--- config.mk ---
export PLATFORM = sky130hd
export DESIGN_NAME = tnsg_sound
export DESIGN_NICKNAME = d
export VERILOG_FILES = /design/src/tnsg_pkg.sv /design/src/tnsg_tone.sv /design/src/tnsg_noise.sv /design/src/tnsg_sound.sv
export SDC_FILE = /design/constraint.sdc
export NUM_CORES = 1
export LEC_CHECK = 0
export BUFFER_PORTS_ARGS = -buffer_cell sky130_fd_sc_hd__buf_2
export CORE_AREA = 4 4 112 136
export DETAILED_ROUTE_END_ITERATION = 6
export DIE_AREA = 0 0 116 140
export PLACE_DENSITY_LB_ADDON = 0.15
export SETUP_SLACK_MARGIN = 0.4
export SLEW_MARGIN = 20
export SYNTH_ARGS = -nofsm -noshare
export SYNTH_HDL_FRONTEND = slang
export SYNTH_SLANG_ARGS = --single-unit
export TNS_END_PERCENT = 100
--- constraint.sdc ---
create_clock -name mclk -period 3.28 [get_ports mclk]
set_input_delay 0.656 -clock mclk [delete_from_list [all_inputs] [get_ports mclk]]
set_output_delay 0.656 -clock mclk [all_outputs]
set_load 0.005 [all_outputs]
--- src/tnsg_pkg.sv ---
// Behaviour
// Each tone holds a 10-bit half period
// Tone counter decrements every sixteen input clocks
// Zero borrow toggles output, reloads period
// Attenuator weights 16/8/4/2 dB, all-ones silences
// Noise is fifteen-stage XOR-fed shift register
// Feedback prevents all-zero lock-up
// Feedback-select bit picks periodic or white
// Changing feedback-select clears the noise register
// Two-bit field picks four noise rates
// Rates clk/512, /1024, /2048, or tone 3
// Noise uses same attenuator as tones
// Eight data lines, write strobe, enable, ready
// Host sends two-byte period, one-byte attenuation
// First byte's three-bit field picks register
// Codes 0-5 tone period/atten, 6 noise, 7 atten
// Attenuation byte: 1, select, four attenuation bits
// Period bytes: 1+select+high four, 0+low six
// System supplies continuous input clock
// Ready output is open-drain, wire-OR capable
// Write-strobe level marks write versus read
package tnsg_pkg;

  // ==========================================================
  // Widths
  localparam int PERIOD_W = 10;
  localparam int ATT_W = 4;
  localparam int NOISE_W = 15;
  localparam int LEVEL_W = 8;
  localparam int MIX_W = 10;

  // ==========================================================
  // Control byte layout, bit 0 of the format is data bit 7
  localparam int LEAD_BIT = 7;
  localparam int SEL_HI = 6;
  localparam int SEL_LO = 4;
  localparam int NIB_HI = 3;
  localparam int LOW6_HI = 5;
  localparam int FB_BIT = 2;
  localparam int RATE_HI = 1;

  // ==========================================================
  // Register select codes
  localparam logic [2:0] SEL_T1_PER = 3'h0;
  localparam logic [2:0] SEL_T1_ATT = 3'h1;
  localparam logic [2:0] SEL_T2_PER = 3'h2;
  localparam logic [2:0] SEL_T2_ATT = 3'h3;
  localparam logic [2:0] SEL_T3_PER = 3'h4;
  localparam logic [2:0] SEL_T3_ATT = 3'h5;
  localparam logic [2:0] SEL_NOISE_CTL = 3'h6;
  localparam logic [2:0] SEL_NOISE_ATT = 3'h7;

  // ==========================================================
  // Reset values
  localparam logic [PERIOD_W-1:0] PERIOD_RST = 10'h000;
  localparam logic [ATT_W-1:0] ATT_RST = 4'hf;
  localparam logic [2:0] NOISE_CTL_RST = 3'h0;
  localparam logic [NOISE_W-1:0] NOISE_RST = 15'h0000;

  // ==========================================================
  // Timing
  localparam int CLK_NS = 20;
  localparam int BUSY_NS = 80;
  localparam int BUSY_CYC = (BUSY_NS + CLK_NS - 1) / CLK_NS;
  localparam logic [3:0] BUSY_CNT = 4'(BUSY_CYC);
  localparam logic [3:0] PRESCALE_MAX = 4'hf;
  localparam logic [1:0] RATE_TONE3 = 2'h3;
  localparam int RATE_DIV_W = 7;

  // ==========================================================
  // Types
  typedef struct packed {
    logic [PERIOD_W-1:0] period;
    logic [ATT_W-1:0] atten;
  } tnsg_chan_s;

  typedef struct packed {
    logic feedbackSel;
    logic [1:0] rateSel;
  } tnsg_noise_ctl_s;

  // ==========================================================
  // Attenuation code to linear amplitude, 2 dB per step
  function automatic logic [LEVEL_W-1:0] att_level(input logic [ATT_W-1:0] att);
    logic [LEVEL_W-1:0] lvl;
    lvl = 8'h00;
    case (att)
      4'h0: lvl = 8'hff;
      4'h1: lvl = 8'hcb;
      4'h2: lvl = 8'ha1;
      4'h3: lvl = 8'h80;
      4'h4: lvl = 8'h66;
      4'h5: lvl = 8'h51;
      4'h6: lvl = 8'h40;
      4'h7: lvl = 8'h33;
      4'h8: lvl = 8'h28;
      4'h9: lvl = 8'h20;
      4'ha: lvl = 8'h1a;
      4'hb: lvl = 8'h14;
      4'hc: lvl = 8'h10;
      4'hd: lvl = 8'h0d;
      4'he: lvl = 8'h0a;
      default: lvl = 8'h00;
    endcase
    return lvl;
  endfunction

endpackage

--- src/tnsg_tone.sv ---
`timescale 1ns/1ps
// ==========================================================
// One tone channel: half-period down counter and square flip-flop
module tnsg_tone (
  input wire logic mclk,
  input wire logic nrst,
  input wire logic tick,
  input wire logic [tnsg_pkg::PERIOD_W-1:0] period,
  output logic [tnsg_pkg::PERIOD_W-1:0] count,
  output logic square
);

  logic [tnsg_pkg::PERIOD_W-1:0] next_count; // Counter next value
  logic next_square; // Square next value

  // Decrement on tick, borrow at zero reloads and toggles
  always_comb begin
    next_count = count;
    next_square = square;
    if (tick) begin
      if (count == '0) begin
        next_count = period;
        next_square = ~square;
      end else begin
        next_count = count - 10'h001;
      end
    end
  end

  // State registers
  always_ff @(posedge mclk or negedge nrst) begin
    if (!nrst) begin
      count <= tnsg_pkg::PERIOD_RST;
      square <= 1'b0;
    end else begin
      count <= next_count;
      square <= next_square;
    end
  end
endmodule

--- src/tnsg_noise.sv ---
`timescale 1ns/1ps
// ==========================================================
// Noise source: fifteen-stage shift register with XOR feedback
module tnsg_noise (
  input wire logic mclk,
  input wire logic nrst,
  input wire logic shift,
  input wire logic clear,
  input wire logic feedbackSel,
  output logic [tnsg_pkg::NOISE_W-1:0] lfsr,
  output logic noiseBit
);

  logic [tnsg_pkg::NOISE_W-1:0] next_lfsr; // Shift register next value
  logic feedback; // Bit entering the top stage

  // Feedback taps and shift, clear has priority
  always_comb begin
    // White uses two taps, periodic recirculates one; zero state injects a one
    feedback = (feedbackSel ? lfsr[0] : (lfsr[0] ^ lfsr[1])) ^ (lfsr == '0); // see R5, see R6
    next_lfsr = lfsr;
    if (clear) begin
      next_lfsr = tnsg_pkg::NOISE_RST;
    end else if (shift) begin
      next_lfsr = {feedback, lfsr[tnsg_pkg::NOISE_W-1:1]};
    end
  end

  // State register
  always_ff @(posedge mclk or negedge nrst) begin
    if (!nrst) begin
      lfsr <= tnsg_pkg::NOISE_RST;
    end else begin
      lfsr <= next_lfsr;
    end
  end

  assign noiseBit = lfsr[0];
endmodule

--- src/tnsg_sound.sv ---
`timescale 1ns/1ps
// ==========================================================
// Tone and noise sound generator, byte-wide write-only port
module tnsg_sound (
  input wire logic mclk,
  input wire logic nrst,
  input wire logic [7:0] busData,
  input wire logic writeStrobeN,
  input wire logic chipEnableN,
  output logic readyOut,
  output logic readyOeN,
  output logic [2:0] toneSquare,
  output logic noiseBit,
  output logic [tnsg_pkg::LEVEL_W-1:0] chanLevel [4],
  output logic [tnsg_pkg::MIX_W-1:0] mixOut
);

  // ==========================================================
  // Bus front end
  typedef enum logic [1:0] {BUS_IDLE, BUS_BUSY, BUS_WAIT} tnsg_bus_e;

  tnsg_bus_e busState; // Access state
  tnsg_bus_e next_busState;
  logic [3:0] busyCnt; // Ready-hold counter
  logic [3:0] next_busyCnt;
  logic take; // Write byte accepted this cycle

  // A write is taken once per access, ready held low meanwhile
  always_comb begin
    next_busState = busState;
    next_busyCnt = busyCnt;
    take = 1'b0;
    case (busState)
      BUS_IDLE: begin
        // Write strobe low marks a write; reads are ignored
        if (!chipEnableN && !writeStrobeN) begin // see R12
          take = 1'b1;
          next_busyCnt = tnsg_pkg::BUSY_CNT;
          next_busState = BUS_BUSY;
        end
      end
      BUS_BUSY: begin
        next_busyCnt = busyCnt - 4'h1;
        if (busyCnt == 4'h1) begin
          next_busState = BUS_WAIT;
        end
      end
      BUS_WAIT: begin
        // Wait for the access to end before taking another
        if (chipEnableN || writeStrobeN) begin
          next_busState = BUS_IDLE;
        end
      end
      default: next_busState = BUS_IDLE;
    endcase
  end

  // Bus state registers
  always_ff @(posedge mclk or negedge nrst) begin
    if (!nrst) begin
      busState <= BUS_IDLE;
      busyCnt <= 4'h0;
    end else begin
      busState <= next_busState;
      busyCnt <= next_busyCnt;
    end
  end

  // Open-drain ready: only ever pulls low
  assign readyOut = 1'b0;
  assign readyOeN = (busState != BUS_BUSY);

  // ==========================================================
  // Control registers
  tnsg_pkg::tnsg_chan_s chan [3]; // Tone settings
  tnsg_pkg::tnsg_chan_s next_chan [3];
  tnsg_pkg::tnsg_noise_ctl_s noiseCtl; // Noise setup
  tnsg_pkg::tnsg_noise_ctl_s next_noiseCtl;
  logic [tnsg_pkg::ATT_W-1:0] noiseAtt; // Noise attenuation
  logic [tnsg_pkg::ATT_W-1:0] next_noiseAtt;
  logic [2:0] latchSel; // Select of last leading byte
  logic [2:0] next_latchSel;
  logic [3:0] highNib; // High period bits waiting for second byte
  logic [3:0] next_highNib;
  logic freqPend; // Second period byte expected
  logic next_freqPend;
  logic noiseClear; // Feedback select changed
  logic [2:0] sel; // Select field of this byte
  logic [3:0] nib; // Data nibble of this byte

  // Decode a taken byte into the addressed register
  always_comb begin
    next_chan = chan;
    next_noiseCtl = noiseCtl;
    next_noiseAtt = noiseAtt;
    next_latchSel = latchSel;
    next_highNib = highNib;
    next_freqPend = freqPend;
    noiseClear = 1'b0;
    sel = busData[tnsg_pkg::SEL_HI:tnsg_pkg::SEL_LO];
    nib = busData[tnsg_pkg::NIB_HI:0];
    if (take) begin
      if (busData[tnsg_pkg::LEAD_BIT]) begin
        next_latchSel = sel;
        next_freqPend = 1'b0;
        case (sel)
          tnsg_pkg::SEL_T1_PER, tnsg_pkg::SEL_T2_PER, tnsg_pkg::SEL_T3_PER: begin
            next_highNib = nib; // see R17
            next_freqPend = 1'b1;
          end
          tnsg_pkg::SEL_T1_ATT, tnsg_pkg::SEL_T2_ATT, tnsg_pkg::SEL_T3_ATT: begin
            next_chan[sel[2:1]].atten = nib;
          end
          tnsg_pkg::SEL_NOISE_CTL: begin
            next_noiseCtl.feedbackSel = nib[tnsg_pkg::FB_BIT];
            next_noiseCtl.rateSel = nib[tnsg_pkg::RATE_HI:0];
            noiseClear = (nib[tnsg_pkg::FB_BIT] != noiseCtl.feedbackSel);
          end
          default: begin
            next_noiseAtt = nib; // see R16
          end
        endcase
      end else if (freqPend) begin
        // Second byte completes the ten-bit half period
        next_chan[latchSel[2:1]].period = {highNib, busData[tnsg_pkg::LOW6_HI:0]}; // see R1
        next_freqPend = 1'b0;
      end
    end
  end

  // Control registers
  always_ff @(posedge mclk or negedge nrst) begin
    if (!nrst) begin
      for (int i = 0; i < 3; i++) begin
        chan[i].period <= tnsg_pkg::PERIOD_RST;
        chan[i].atten <= tnsg_pkg::ATT_RST;
      end
      noiseCtl <= tnsg_pkg::NOISE_CTL_RST;
      noiseAtt <= tnsg_pkg::ATT_RST;
      latchSel <= 3'h0;
      highNib <= 4'h0;
      freqPend <= 1'b0;
    end else begin
      chan <= next_chan;
      noiseCtl <= next_noiseCtl;
      noiseAtt <= next_noiseAtt;
      latchSel <= next_latchSel;
      highNib <= next_highNib;
      freqPend <= next_freqPend;
    end
  end

  // ==========================================================
  // Clock scaling
  logic [3:0] prescale; // Divide by sixteen
  logic [3:0] next_prescale;
  logic [tnsg_pkg::RATE_DIV_W-1:0] rateDiv; // Counts tone ticks for noise
  logic [tnsg_pkg::RATE_DIV_W-1:0] next_rateDiv;
  logic toneTick; // One clock in sixteen
  logic tone3Prev; // Last tone 3 level
  logic noiseShift; // Noise shift strobe

  // Prescaler and noise rate selection
  always_comb begin
    toneTick = (prescale == tnsg_pkg::PRESCALE_MAX);
    next_prescale = prescale + 4'h1;
    next_rateDiv = toneTick ? rateDiv + 7'h01 : rateDiv;
    case (noiseCtl.rateSel) // see R9
      2'h0: noiseShift = toneTick && (rateDiv[4:0] == 5'h1f);
      2'h1: noiseShift = toneTick && (rateDiv[5:0] == 6'h3f);
      2'h2: noiseShift = toneTick && (rateDiv == 7'h7f);
      default: noiseShift = toneSquare[2] && !tone3Prev;
    endcase
  end

  // Scaling registers
  always_ff @(posedge mclk or negedge nrst) begin
    if (!nrst) begin
      prescale <= 4'h0;
      rateDiv <= 7'h00;
      tone3Prev <= 1'b0;
    end else begin
      prescale <= next_prescale;
      rateDiv <= next_rateDiv;
      tone3Prev <= toneSquare[2];
    end
  end

  // ==========================================================
  // Generators
  for (genvar g = 0; g < 3; g++) begin : genTone
    tnsg_tone uTone (
      .mclk(mclk),
      .nrst(nrst),
      .tick(toneTick),
      .period(chan[g].period),
      .count(),
      .square(toneSquare[g])
    );
  end

  tnsg_noise uNoise (
    .mclk(mclk),
    .nrst(nrst),
    .shift(noiseShift),
    .clear(noiseClear),
    .feedbackSel(noiseCtl.feedbackSel),
    .lfsr(),
    .noiseBit(noiseBit)
  );

  // ==========================================================
  // Attenuation and mix
  logic [tnsg_pkg::LEVEL_W-1:0] next_chanLevel [4];
  logic [tnsg_pkg::MIX_W-1:0] next_mixOut;

  // Gate each source by its attenuated amplitude, then sum
  always_comb begin
    for (int i = 0; i < 3; i++) begin
      next_chanLevel[i] = toneSquare[i] ? tnsg_pkg::att_level(chan[i].atten) : 8'h00;
    end
    next_chanLevel[3] = noiseBit ? tnsg_pkg::att_level(noiseAtt) : 8'h00;
    next_mixOut = 10'(chanLevel[0]) + 10'(chanLevel[1]) + 10'(chanLevel[2]) + 10'(chanLevel[3]);
  end

  // Output registers
  always_ff @(posedge mclk or negedge nrst) begin
    if (!nrst) begin
      for (int i = 0; i < 4; i++) begin
        chanLevel[i] <= 8'h00;
      end
      mixOut <= 10'h000;
    end else begin
      chanLevel <= next_chanLevel;
      mixOut <= next_mixOut;
    end
  end
endmodule

# == Word level (Yosys, flattened, before mapping) ==
# Memories as Yosys holds them, arrays and structs flattened.
# Index checks and enable logic that the tools add are counted.
# classes
order_cmp,4
mux,33
bitwise,8
n_addsub,9
n_eq_ne,21
reduce_logical,34
# op_table
cell,n
two-way mux 42 bit,3
bitwise mux 42 bit,2
demux 14 bit (select 2 bit),2
two-way mux 8 bit,4
zero test 10 bit,3
two-way mux 10 bit,3
two-way mux 15 bit,2
subtractor 10 x 1 -> 10 bit (second input constant),3
zero test 15 bit,1
AND reduction 3 bit,5
two-way mux 14 bit,1
adder 10 x 8 -> 10 bit,1
adder 9 x 8 -> 10 bit,1
AND reduction 2 bit,5
adder 8 x 8 -> 9 bit,1
equality test 3 bit (second input constant),3
two-way mux 1 bit,8
two-way mux 4 bit,2
one-hot mux 4 bit (2 select lines),1
adder 7 x 1 -> 7 bit (second input constant),1
equality test 7 bit (second input constant),1
logical AND 1 bit,7
OR reduction 7 bit,1
equality test 3 x 2 -> 1 bit (second input constant),2
26 further kinds,46
# totals
wordCells,142
rom_bits,512
reg_bits,165
input_bits,12
output_inout_bits,48
n_memories,4
# mem_list
memory,words,word_bits,rd,rd_clocked_by_memory_dff,wr,line_no,text
(name not given),16,8,1,0,0,tnsg_pkg.sv:87,case (att)
(name not given),16,8,1,0,0,tnsg_pkg.sv:87,
(name not given),16,8,1,0,0,tnsg_pkg.sv:87,
(name not given),16,8,1,0,0,tnsg_pkg.sv:87,

# == Depth between registers and ports, before layout ==
# Gate-level depths: netlist of the first run.
# logic_depth
depth_word,8
depth_mapped,11
depth_no_buf,11

# == Modules after synthesis ==
# From an unflattened synthesis of the first run, not the netlist that was laid out.
# hier_totals
cells_unflattened,766
area_unflattened_um2,8577.0
# by_module_without_submodules
module,n_inst,seq_area_each_um2,cells_per_inst,area_each_um2
tnsg_sound,1,2922.8,495,5780.5
tnsg_tone,3,275.3,70,698.2
tnsg_noise,1,375.4,61,701.9

# == Least setup slack after synthesis of the first run ==
# Ideal clock, no wire load.
# synth_timing
path_kind,register to register
from,reg chanLevel[1] (netlist bit)
to,reg mixOut[7] (netlist bit)
setup_time_ps,84
synth_period_minus_slack_ps,2956
t_arrival_ps,2872
slack_ps,324
path_buffers,0
required_time_ps,3196
path_stages_with_launch,12
cell_sequence,dfrtp_1 -> inv_1 -> fa_1 -> inv_1 -> fa_1 -> ha_1 -> fa_1 -> a21o_1 -> a21oi_1 -> nor2b_1 -> o31ai_1 -> a21boi_0
# synth_between
elab_chain_cells,1
# synth_lines
element,line_no,text
start: declaration,tnsg_sound.sv:14,"output logic [tnsg_pkg::LEVEL_W-1:0] chanLevel [4],"
start signal: assignment,tnsg_sound.sv:234,chanLevel <= next_chanLevel;
adder 10 x 8 -> 10 bit,tnsg_sound.sv:223,next_mixOut = 10'(chanLevel[0]) + 10'(chanLevel[1]) + 10'(chanLevel[2]) + 10'(chanLevel[3]);
"named net next_mixOut, one bit",tnsg_sound.sv:215,logic [tnsg_pkg::MIX_W-1:0] next_mixOut;
end signal: assignment,tnsg_sound.sv:235,mixOut <= next_mixOut;
end: declaration,tnsg_sound.sv:15,output logic [tnsg_pkg::MIX_W-1:0] mixOut
# The timed path passes the listed nets, and every way through them passes these cells.
# A chain may end at the register's enable or synchronous reset.

# == Worst setup path in the final report of the first run ==
# Ends and elaborated chain as after synthesis.

==> metrics.txt, run 1 <==
Worst EP arrival 3200 ps; Fin. Hold Viols 0; clk_skew between 9 and 10 ps; top cell type's share of synthesized area 45.0%; area grow syn2layout 14.2%; # IOs 60; maximum buffer depth of the clock tree 2; # DRC 0; Cell variety after synth 61; DRT iter0 DRCs 303; fmax roughly 0.35 GHz; max_cap viols 0; min Tclk post-route 2850 ps; DR WL/cell 16.9 um; first-pass GRT wire length 28.5 mm; clk_lat worst skew 430 ps; WS Path Type reg -> reg; largest net degree at the start of global routing 73; pwr dens 991 mW/mm^2; Placement Rows 48; hold_buf cts 0; data required time at the worst endpoint ~3600 ps; period utilization 86.8%; CTS Buf Count 17; RR Endpoint mixOut[7]; Synth area leader dfrtp_1; top-count cell post-synth dfrtp_1; Final nets between 800 and 900; Ys Warns 0; vias 5660; Async SR Flop Fraction 100%; die footprint 0.0162 sq mm; syn_nets 826; CTS tree done; worst relative slew slack 52.1%; gr ovfl total 0; max-slew violation count 0; total power 9.31 mW; Vias per Instance 5.62; synth top area cells dfrtp_1, mux2_2, ha_1, dfstp_2, fa_1; post-synthesis sequential area ratio 50.1%; Setup crit start kind flop; most frequent cells after synthesis dfrtp_1, nor2_1, inv_1; initial antenna violation count 1; Cells after Synth 757; status finished, final reports clean; post-synthesis register bit count about 160; maximum VDD drop 0.944 mV; Final ANT Viol Nets 0; Post-Route Setup TNS 0 ps; PortBufs 58; Root Buffer clkbuf_16; register-to-register setup slack 430 ps; placed insts 971; fin cells ~1.0k; clock sinks approximately 160; vias in the first global route between 5k and 6k; mapped cell area 0.00823 sq mm; Clock Pin Slew Worst Setup and Hold Paths about 60 ps; Final Setup Violations 0; GP Congestion 0.882; antenna fix cells 0; Filler Cells Inserted between 1k and 1.5k; Hold Crit Class in -> async; initial core utilization 58.5%; Top FF cell, synth dfrtp_1; EDFF count, synth 0; r2r worst-path depth 11; leak pwr 4.58 nW; drt first pass iters 5; share of post-route cells with drive strength above 1 roughly 22%; Post-Syn Area per Cell 10.9 sq um; worst reg2reg startpoint chanLevel[1]; RSZ-0062 raised after global routing yes; Die X 116 um; area of the core 0.0141 sq mm; H-tree Lvls 4; total track usage 22.5%; wirelength, routed 17.0 mm; Worst setup EP type flop; CP Max Fanout 2; Least-Margin Pin Slew 711 ps; chip height 140 um; dpl hpwl 12.3 mm
## state kept, by name, summed over array words and instances (netlist names), 2 cells and up
name / cells
mixOut: 10
highNib: 4
uNoise.lfsr: 15
noiseAtt: 4
busState: 2
chanLevel: 32
busyCnt: 4
genTone.uTone.square: 3
genTone.uTone.count: 30
rateDiv: 7
latchSel: 2
chan: 42
prescale: 4
noiseCtl: 3
## final cells by class
| cell class | count | area, sq um | area share [%] |
|---|---|---|---|
| clock buffers | 20 | 467 | 4.97 |
| clock inverters | 12 | 176 | 1.88 |
| inverters | 62 | 233 | 2.48 |
| multi-input cells | 502 | 3760 | 40.0 |
| flip-flops and latches | 164 | 4120 | 43.9 |
| well taps | 175 | 219 | 2.33 |
| repair buffers | 72 | 414 | 4.41 |
## placed cells by master, fill, tap and decap left out, types with 4 or more instances in the layout
cell / n
a21oi_1: 23
bufinv_16: 4
mux2i_1: 25
clkbuf_16: 17
dfstp_2: 16
a21o_1: 7
fa_1: 15
buf_4: 13
nand2b_1: 7
dfrtp_1: 148
buf_2: 57
and3_1: 4
xor2_1: 6
nor4_1: 6
xnor2_1: 18
nor3_1: 25
nor2b_1: 20
nand2_1: 52
o21ai_0: 36
inv_1: 61
nand3_1: 12
a31oi_1: 5
mux2_2: 48
a211oi_1: 21
ha_1: 40
nor2_1: 70
## metrics by stage
step	hold slack (ps)	cell area, sq um	util (%)	setup WS, ps
after floorplan	360	8240	-	420
after global placement	434	8710	62.0	354
after detailed placement	442	8710	62.0	290
after CTS	165	9360	66.6	380
after global routing	181	9390	66.8	272
final	156	9390	66.8	434
## critical path: stages (launching register included)
cell and delay [ps]:
dfrtp_1 360, inv_2 40, fa_1 530, inv_1 60, fa_1 450, ha_2 200, fa_2 350, a21o_1 190
a21oi_2 150, nor2b_2 70, o31ai_2 200, a21boi_2 180
## cells by family (layout without fill, tap and decap cells)
group,count (synthesis),in the layout,share of synthesized area [%]
and+or+nand+nor,223,223,13.3
DFF,164,164,50.1
AOI/OAI and AO/OA,124,124,9.79
buffers and inverters,91,166,4.46
muxes,73,73,9.61
adders and majority gates,57,57,10.1
xor gates and xnor gates,24,24,2.56
other,1,1,0.0456
## where the power goes
part | leakage [nW] | internal (mW) | total, mW | switching [mW]
clock | 0.312 | 1.33 | 2.13 | 0.799
sequential | 2.05 | 2.71 | 3.29 | 0.572
combinational | 2.22 | 1.78 | 3.89 | 2.11
## worst max-delay path by stage
stage / startpoint / endpoint / slack [ps]
5_1_grt: chanLevel[1] / mixOut[7] / 270
4_1_cts: chanLevel[1] / mixOut[7] / 380
3_3_place_gp: chanLevel[1] / mixOut[7] / 350
3_5_place_dp: chanLevel[1] / mixOut[7] / 290
6_report: chanLevel[1] / mixOut[7] / 430
2_1_floorplan: chanLevel[1] / mixOut[7] / 420
## repair_timing
action,CTS,global route
pin swaps,4,2
resized for setup,0,4
setup endpoints to repair,2,3
buffers inserted,1,3
gates cloned,0,0
## routing by layer
layer | wire length, um | up-vias | GRT usage, %
met5 | 13 | - | 0
met4 | 444 | 2 | 8.61
met3 | 646 | 33 | 4.32
met2 | 9190 | 103 | 40.0
met1 | 6730 | 2799 | 26.5
li1 | - | 2723 | -
No activity file was read; power rests on OpenSTA's default activity.
==> run 2: changes to the inputs <==
- ABC_AREA: not set -> 1
- CORE_AREA: 4 4 112 136 -> 4 4 114 138
- DIE_AREA: 0 0 116 140 -> 0 0 118 142
==> run 2 against run 1 <==
  * Utilization fell by 0.11 points
  * Non-clock buffer count shrank 8
  * Largest cell class unchanged
  * Critical path type unchanged
  * Clock-buffer cell count is 3 higher
  * Sequential power down 6.4%
  * Combinational power shrank 13%
==> metrics.txt, run 2 <==
status finished, final reports clean; die footprint 0.0168 sq mm; Slowest-stage cell, CP fa_1; chip height 142 um; initial core utilization 59.7%; Worst Path Buf+Inv 2; placed insts approximately 1.2k; period utilization 79.7%; Cell variety after synth approximately 40; clk_skew between 8 and 9 ps; clock sinks 164; Worst setup EP type flop; Async SR Flop Fraction 100%; wirelength, routed about 18 mm; # DRC 0; gr ovfl total 0; initial antenna violation count 0; syn_nets 1071; fmax 0.383 GHz; Final ANT Viol Nets 0; max-slew violation count 0; Setup crit start kind flop; share of post-route cells with drive strength above 1 a little under an eighth; most frequent cells in the layout nand2_1, dfrtp_1, inv_1; Filler Cells Inserted 1191; Ys Warns 0; Clock Pin Slew Worst Setup and Hold Paths 60 ps; hold_buf cts 0; vias in the first global route around 6.7k; pwr dens around 890 mW/mm^2; top-count cell post-synth nand2_1; min Tclk post-route 2610 ps; most common cell after layout, fill and taps aside nand2_1; worst relative slew slack 53.2%; leak pwr 4.81 nW; largest net degree at the start of global routing 78; first-pass GRT wire length 31.8 mm; Synth area leader dfrtp_1; Crit path largest cell delay 530 ps; post-synthesis register bit count 164; Cells after Synth 1002; crit-path leading delay family adder cells; # IOs 60; Worst EP arrival 2910 ps; Resize count post-CTS 0; Final Setup Violations 0; DRT iter0 DRCs 460; clk_lat worst skew 430 ps; vias 6659; DR WL/cell 14.8 um; drt first pass iters 5; GP Congestion 0.868; max FFs per register 42; CP Max Fanout 3; mapped cell area roughly 0.0085 sq mm; CTS Buf Count 17; FF+latch area 0.00412 sq mm; maximum VDD drop 0.373 mV; dpl hpwl 13.2 mm; Vias per Instance 5.37; EDFF count, synth 0; Top reg by flops chan; post-synthesis sequential area ratio 48.3%; Die X 118 um; Post-Route Setup TNS 0 ps; CTS tree done; WS Path Type reg -> reg; postcts setup bufs 0; area grow syn2layout 11.8%; Post-Syn Area per Cell 8.52 sq um; multi-input logic area 0.00375 sq mm; antenna fix cells 0; top flop regs chan x42, chanLevel x32, genTone.uTone.count x30; cell repeated most along the worst path fa_1; H-tree Lvls 4; Top FF cell, synth dfrtp_1; fin cells 1241; Placement Rows 48; data required time at the worst endpoint 3580 ps; total track usage 23.5%; max_cap viols 0; maximum buffer depth of the clock tree 2; synth top area cells dfrtp_1, nand2_1, ha_1, inv_1, dfstp_2; area of the core 0.0143 sq mm; RSZ-0062 raised after global routing no; Final nets around 1.1k; Hold Crit Class in -> async; Fin. Hold Viols 0; top cell type's share of synthesized area a little over two fifths; crit-path cells inv_1 > fa_1 > inv_1 > fa_1 > ha_1 > fa_1 > nand4_1 > o211ai_1 > xor2_1; PortBufs 58; most frequent cells after synthesis nand2_1, dfrtp_1, inv_1; Least-Margin Pin Slew 702 ps; Root Buffer clkbuf_16
==> run 2: changes by cell type in the layout (fill, tap and decap cells not counted), moves of 32 or more <==
cell | before | now
nand3_1 | 12 | 76
mux2_2 | 48 | 0
nor2_1 | 70 | 102
o21ai_0 | 36 | 69
inv_1 | 61 | 130
nand2_1 | 52 | 206
==> run 2: final timing paths <==
kind,slack (ps),start,to,depth (start not counted)
setup / recovery,670,chanLevel[1],mixOut[7],9
hold / removal,250,nrst,chanLevel[24],1
setup reg to reg,670,chanLevel[1],mixOut[7],9
hold reg to reg,450,prescale[0],prescale[0],1
max in group asynchronous,2230,nrst,chan[3],2
min in group mclk,450,prescale[0],prescale[0],1
==> run 2: worst reg2reg max path, cell delays in order (launching register included) <==
cell	delay, ps
dfrtp_1	340
inv_1	60
fa_1	530
inv_1	50
fa_1	450
ha_1	240
fa_1	440
nand4_1	120
o211ai_1	100
xor2_1	160
==> run 2: where the power goes <==
group          total (mW)  switching, mW  internal [mW]
clock                2.02          0.785           1.23
sequential           3.08          0.435           2.64
combinational        3.40           2.06           1.34
==> run 2: cell families after synthesis <==
group                    synth area share [%]
flip-flops                               48.3
AND/OR/NAND/NOR                          22.6
XOR/XNOR                                 1.95
other                                  0.0439
adder cells (fa/ha/maj)                  9.76
AO/OA/AOI/OAI                            9.62
buffers and inverters                    7.74
==> run 2: per-layer routing <==
metal | vias up | wire [um] | GRT usage, % | share of wire, %
met5 | - | 0 | 0 | 0
met4 | 0 | 655 | 11.0 | 3.6
met3 | 38 | 825 | 4.85 | 4.5
met2 | 142 | 9150 | 40.6 | 50
met1 | 3143 | 7680 | 28.5 | 42
li1 | 3336 | - | - | -
==> run 2: layout make-up <==
type	count	area share (%)
clock buffers	23	4.91
clock inverters	9	1.34
inverters	132	5.19
multi-input cells	674	39.3
flip-flops and latches	164	43.2
well taps	175	2.30
repair buffers	64	3.71
==> run 2: through the flow <==
step	area, sq um	hold slack (ps)	setup slack, ps	util [%]	total power [mW]
finish	9540	249	667	66.7	8.49
global route	9540	312	518	66.7	9.23
CTS	9540	288	663	66.7	8.55
detailed placement	8940	447	658	62.6	6.51
global placement	8940	438	720	62.6	6.40
floorplan	8540	360	767	-	5.55
==> run 3: changes to the inputs <==
- CORE_AREA: 4 4 114 138 -> 4 4 119 144
- DIE_AREA: 0 0 118 142 -> 0 0 123 148
- clock period: 3.28 -> 2.2 ns (I/O delays scaled with it)
==> run 3 against run 2 <==
  * The flow now finishes with violations (negative setup slack)
  * Non-clock buffer count grew 39
  * Utilization down 1.4 points
  * First-iteration DRC count shrank 19%
  * Maximum frequency increased by 6.3%
  * Sequential share of layout area shrank 2.7 points
  * Power grew 71%
  * Sequential power increased by 49%
  * Critical path depth is the same
  * Worst hold slack better by 45 ps
  * Register-to-register slack worse by 930 ps
  * Largest power group unchanged
==> metrics.txt, run 3 (same netlist as run 2, synthesis figures left out) <==
Top reg by flops chan; CTS tree done; Vias per Instance roughly 5.2; Least-Margin Pin Slew 633 ps; RSZ-0062 raised after global routing yes; worst hold margin 293 ps; Placement Rows 50; status finished, violations left; CP Launch Point chanLevel[1]; area of the core about 0.016 sq mm; fmax a little over 0.4 GHz; Worst EP arrival 2770 ps; most frequent cells in the layout nand2_1, dfrtp_1, inv_1; failing checks negative setup slack; CTS Buf Count 17; wirelength, routed 18.8 mm; pwr dens around 1400 mW/mm^2; antenna fix cells 0; data required time at the worst endpoint 2510 ps; PortBufs 58; register-to-register setup slack -260 ps; area grow syn2layout 19.3%; clock sinks 164; dpl cell area 0.00931 sq mm; worst reg2reg startpoint chanLevel[1]; r2r worst-path depth 9; Hold Crit Class in -> reg; Worst Setup EP mixOut[7]; vias 6806; first-pass GRT wire length 30.9 mm; total track usage 21.5%; period utilization 112%; Final ANT Viol Nets 0; die footprint 0.0182 sq mm; drt first pass iters 5; worst relative slew slack about 58%; Non-Filler Cell Area, Final 0.0102 sq mm; initial core utilization 54.8%; max_cap viols 0; Final nets approximately 1.2k; Setup crit start kind flop; min Tclk post-route 2460 ps; # DRC 0; GP Congestion 0.850; largest net degree at the start of global routing 48; DRT iter0 DRCs 373; Fin. Hold Viols 0; max-slew violation count 0; WS Path Type reg -> reg; CP Max Fanout 3; vias in the first global route 6339; maximum buffer depth of the clock tree 2; # IOs 60; initial antenna violation count 0; clk_lat worst skew 430 ps; Worst setup EP type flop; most common cell after layout, fill and taps aside nand2_1; Die X 123 um; dpl hpwl between 10 and 15 mm; maximum VDD drop 0.657 mV; chip height around 150 um; clk_skew between 8 and 9 ps; max FFs per register 42; Filler Cells Inserted 1307; gr ovfl total 0; share of post-route cells with drive strength above 1 about 19%; top flop regs chan x42, chanLevel x32, genTone.uTone.count x30; Final Setup Violations 8; leak pwr 5.03 nW; Worst Setup Slack, final -259 ps; DR WL/cell 14.3 um; RR Endpoint mixOut[7]; H-tree Lvls 4; Root Buffer clkbuf_16; Clock Pin Slew Worst Setup and Hold Paths 60 ps
## run 3: how the worst min path moves through the flow
stage / slack (ps) / endpoint / depth (start not counted) / start
3_3_place_gp: 410 / chanLevel[24] / 1 / nrst
4_1_cts: 280 / busState[1] / 4 / writeStrobeN
3_5_place_dp: 410 / chanLevel[24] / 1 / nrst
6_report: 290 / busState[1] / 4 / writeStrobeN
5_1_grt: 310 / chan[6] / 3 / busData[2]
2_1_floorplan: 140 / busState[0] / 0 / nrst
## run 3: final cells by class
class | count | area [sq um] | area share, %
sequential | 164 | 4120 | 40.5
multi-input combinational | 676 | 4020 | 39.4
timing repair buffer | 103 | 687 | 6.75
inverter | 132 | 495 | 4.87
clock buffer | 19 | 453 | 4.45
tap | 208 | 260 | 2.56
clock inverter | 13 | 148 | 1.45
## run 3: worst max-delay path: stages, from the launching register on
cell and delay, ps:
dfrtp_1 360, inv_2 50, fa_1 550, inv_2 40, fa_2 440, ha_4 180, fa_2 350, nand4_1 110
o211ai_1 100, xor2_1 150
## run 3: what timing repair did
item,CTS,global route
hold endpoints to repair,33,0
hold buffers,1,0
setup buffers,1,7
cloned,0,3
pin swaps,9,17
setup endpoints to repair,15,38
resized for setup,10,37
## run 3: per-stage QoR
step | worst slack [ps] | setup TNS, ps | util (%) | power (mW) | std cells
finish | -259 | -1240 | 65.4 | 14.5 | 1315
global route | -361 | -2020 | 65.4 | 15.7 | 1315
CTS | -268 | -1200 | 63.9 | 14.0 | 1305
detailed placement | -308 | -1390 | 59.8 | 10.9 | 1271
global placement | -221 | -890 | 59.8 | 10.7 | 1271
floorplan | -206 | -597 | - | 8.80 | 1002
## run 3: layer usage
layer	GRT usage (%)	vias up	wire, um
met4	7.31	0	334
met3	4.32	26	789
li1	-	3427	-
met1	27.2	3224	8170
met2	36.7	129	9540
met5	0	-	0
## run 3: report_power, final
group          internal (mW)  switching, mW
clock network           1.75           1.26
logic                   3.26           3.67
registers               3.94          0.654
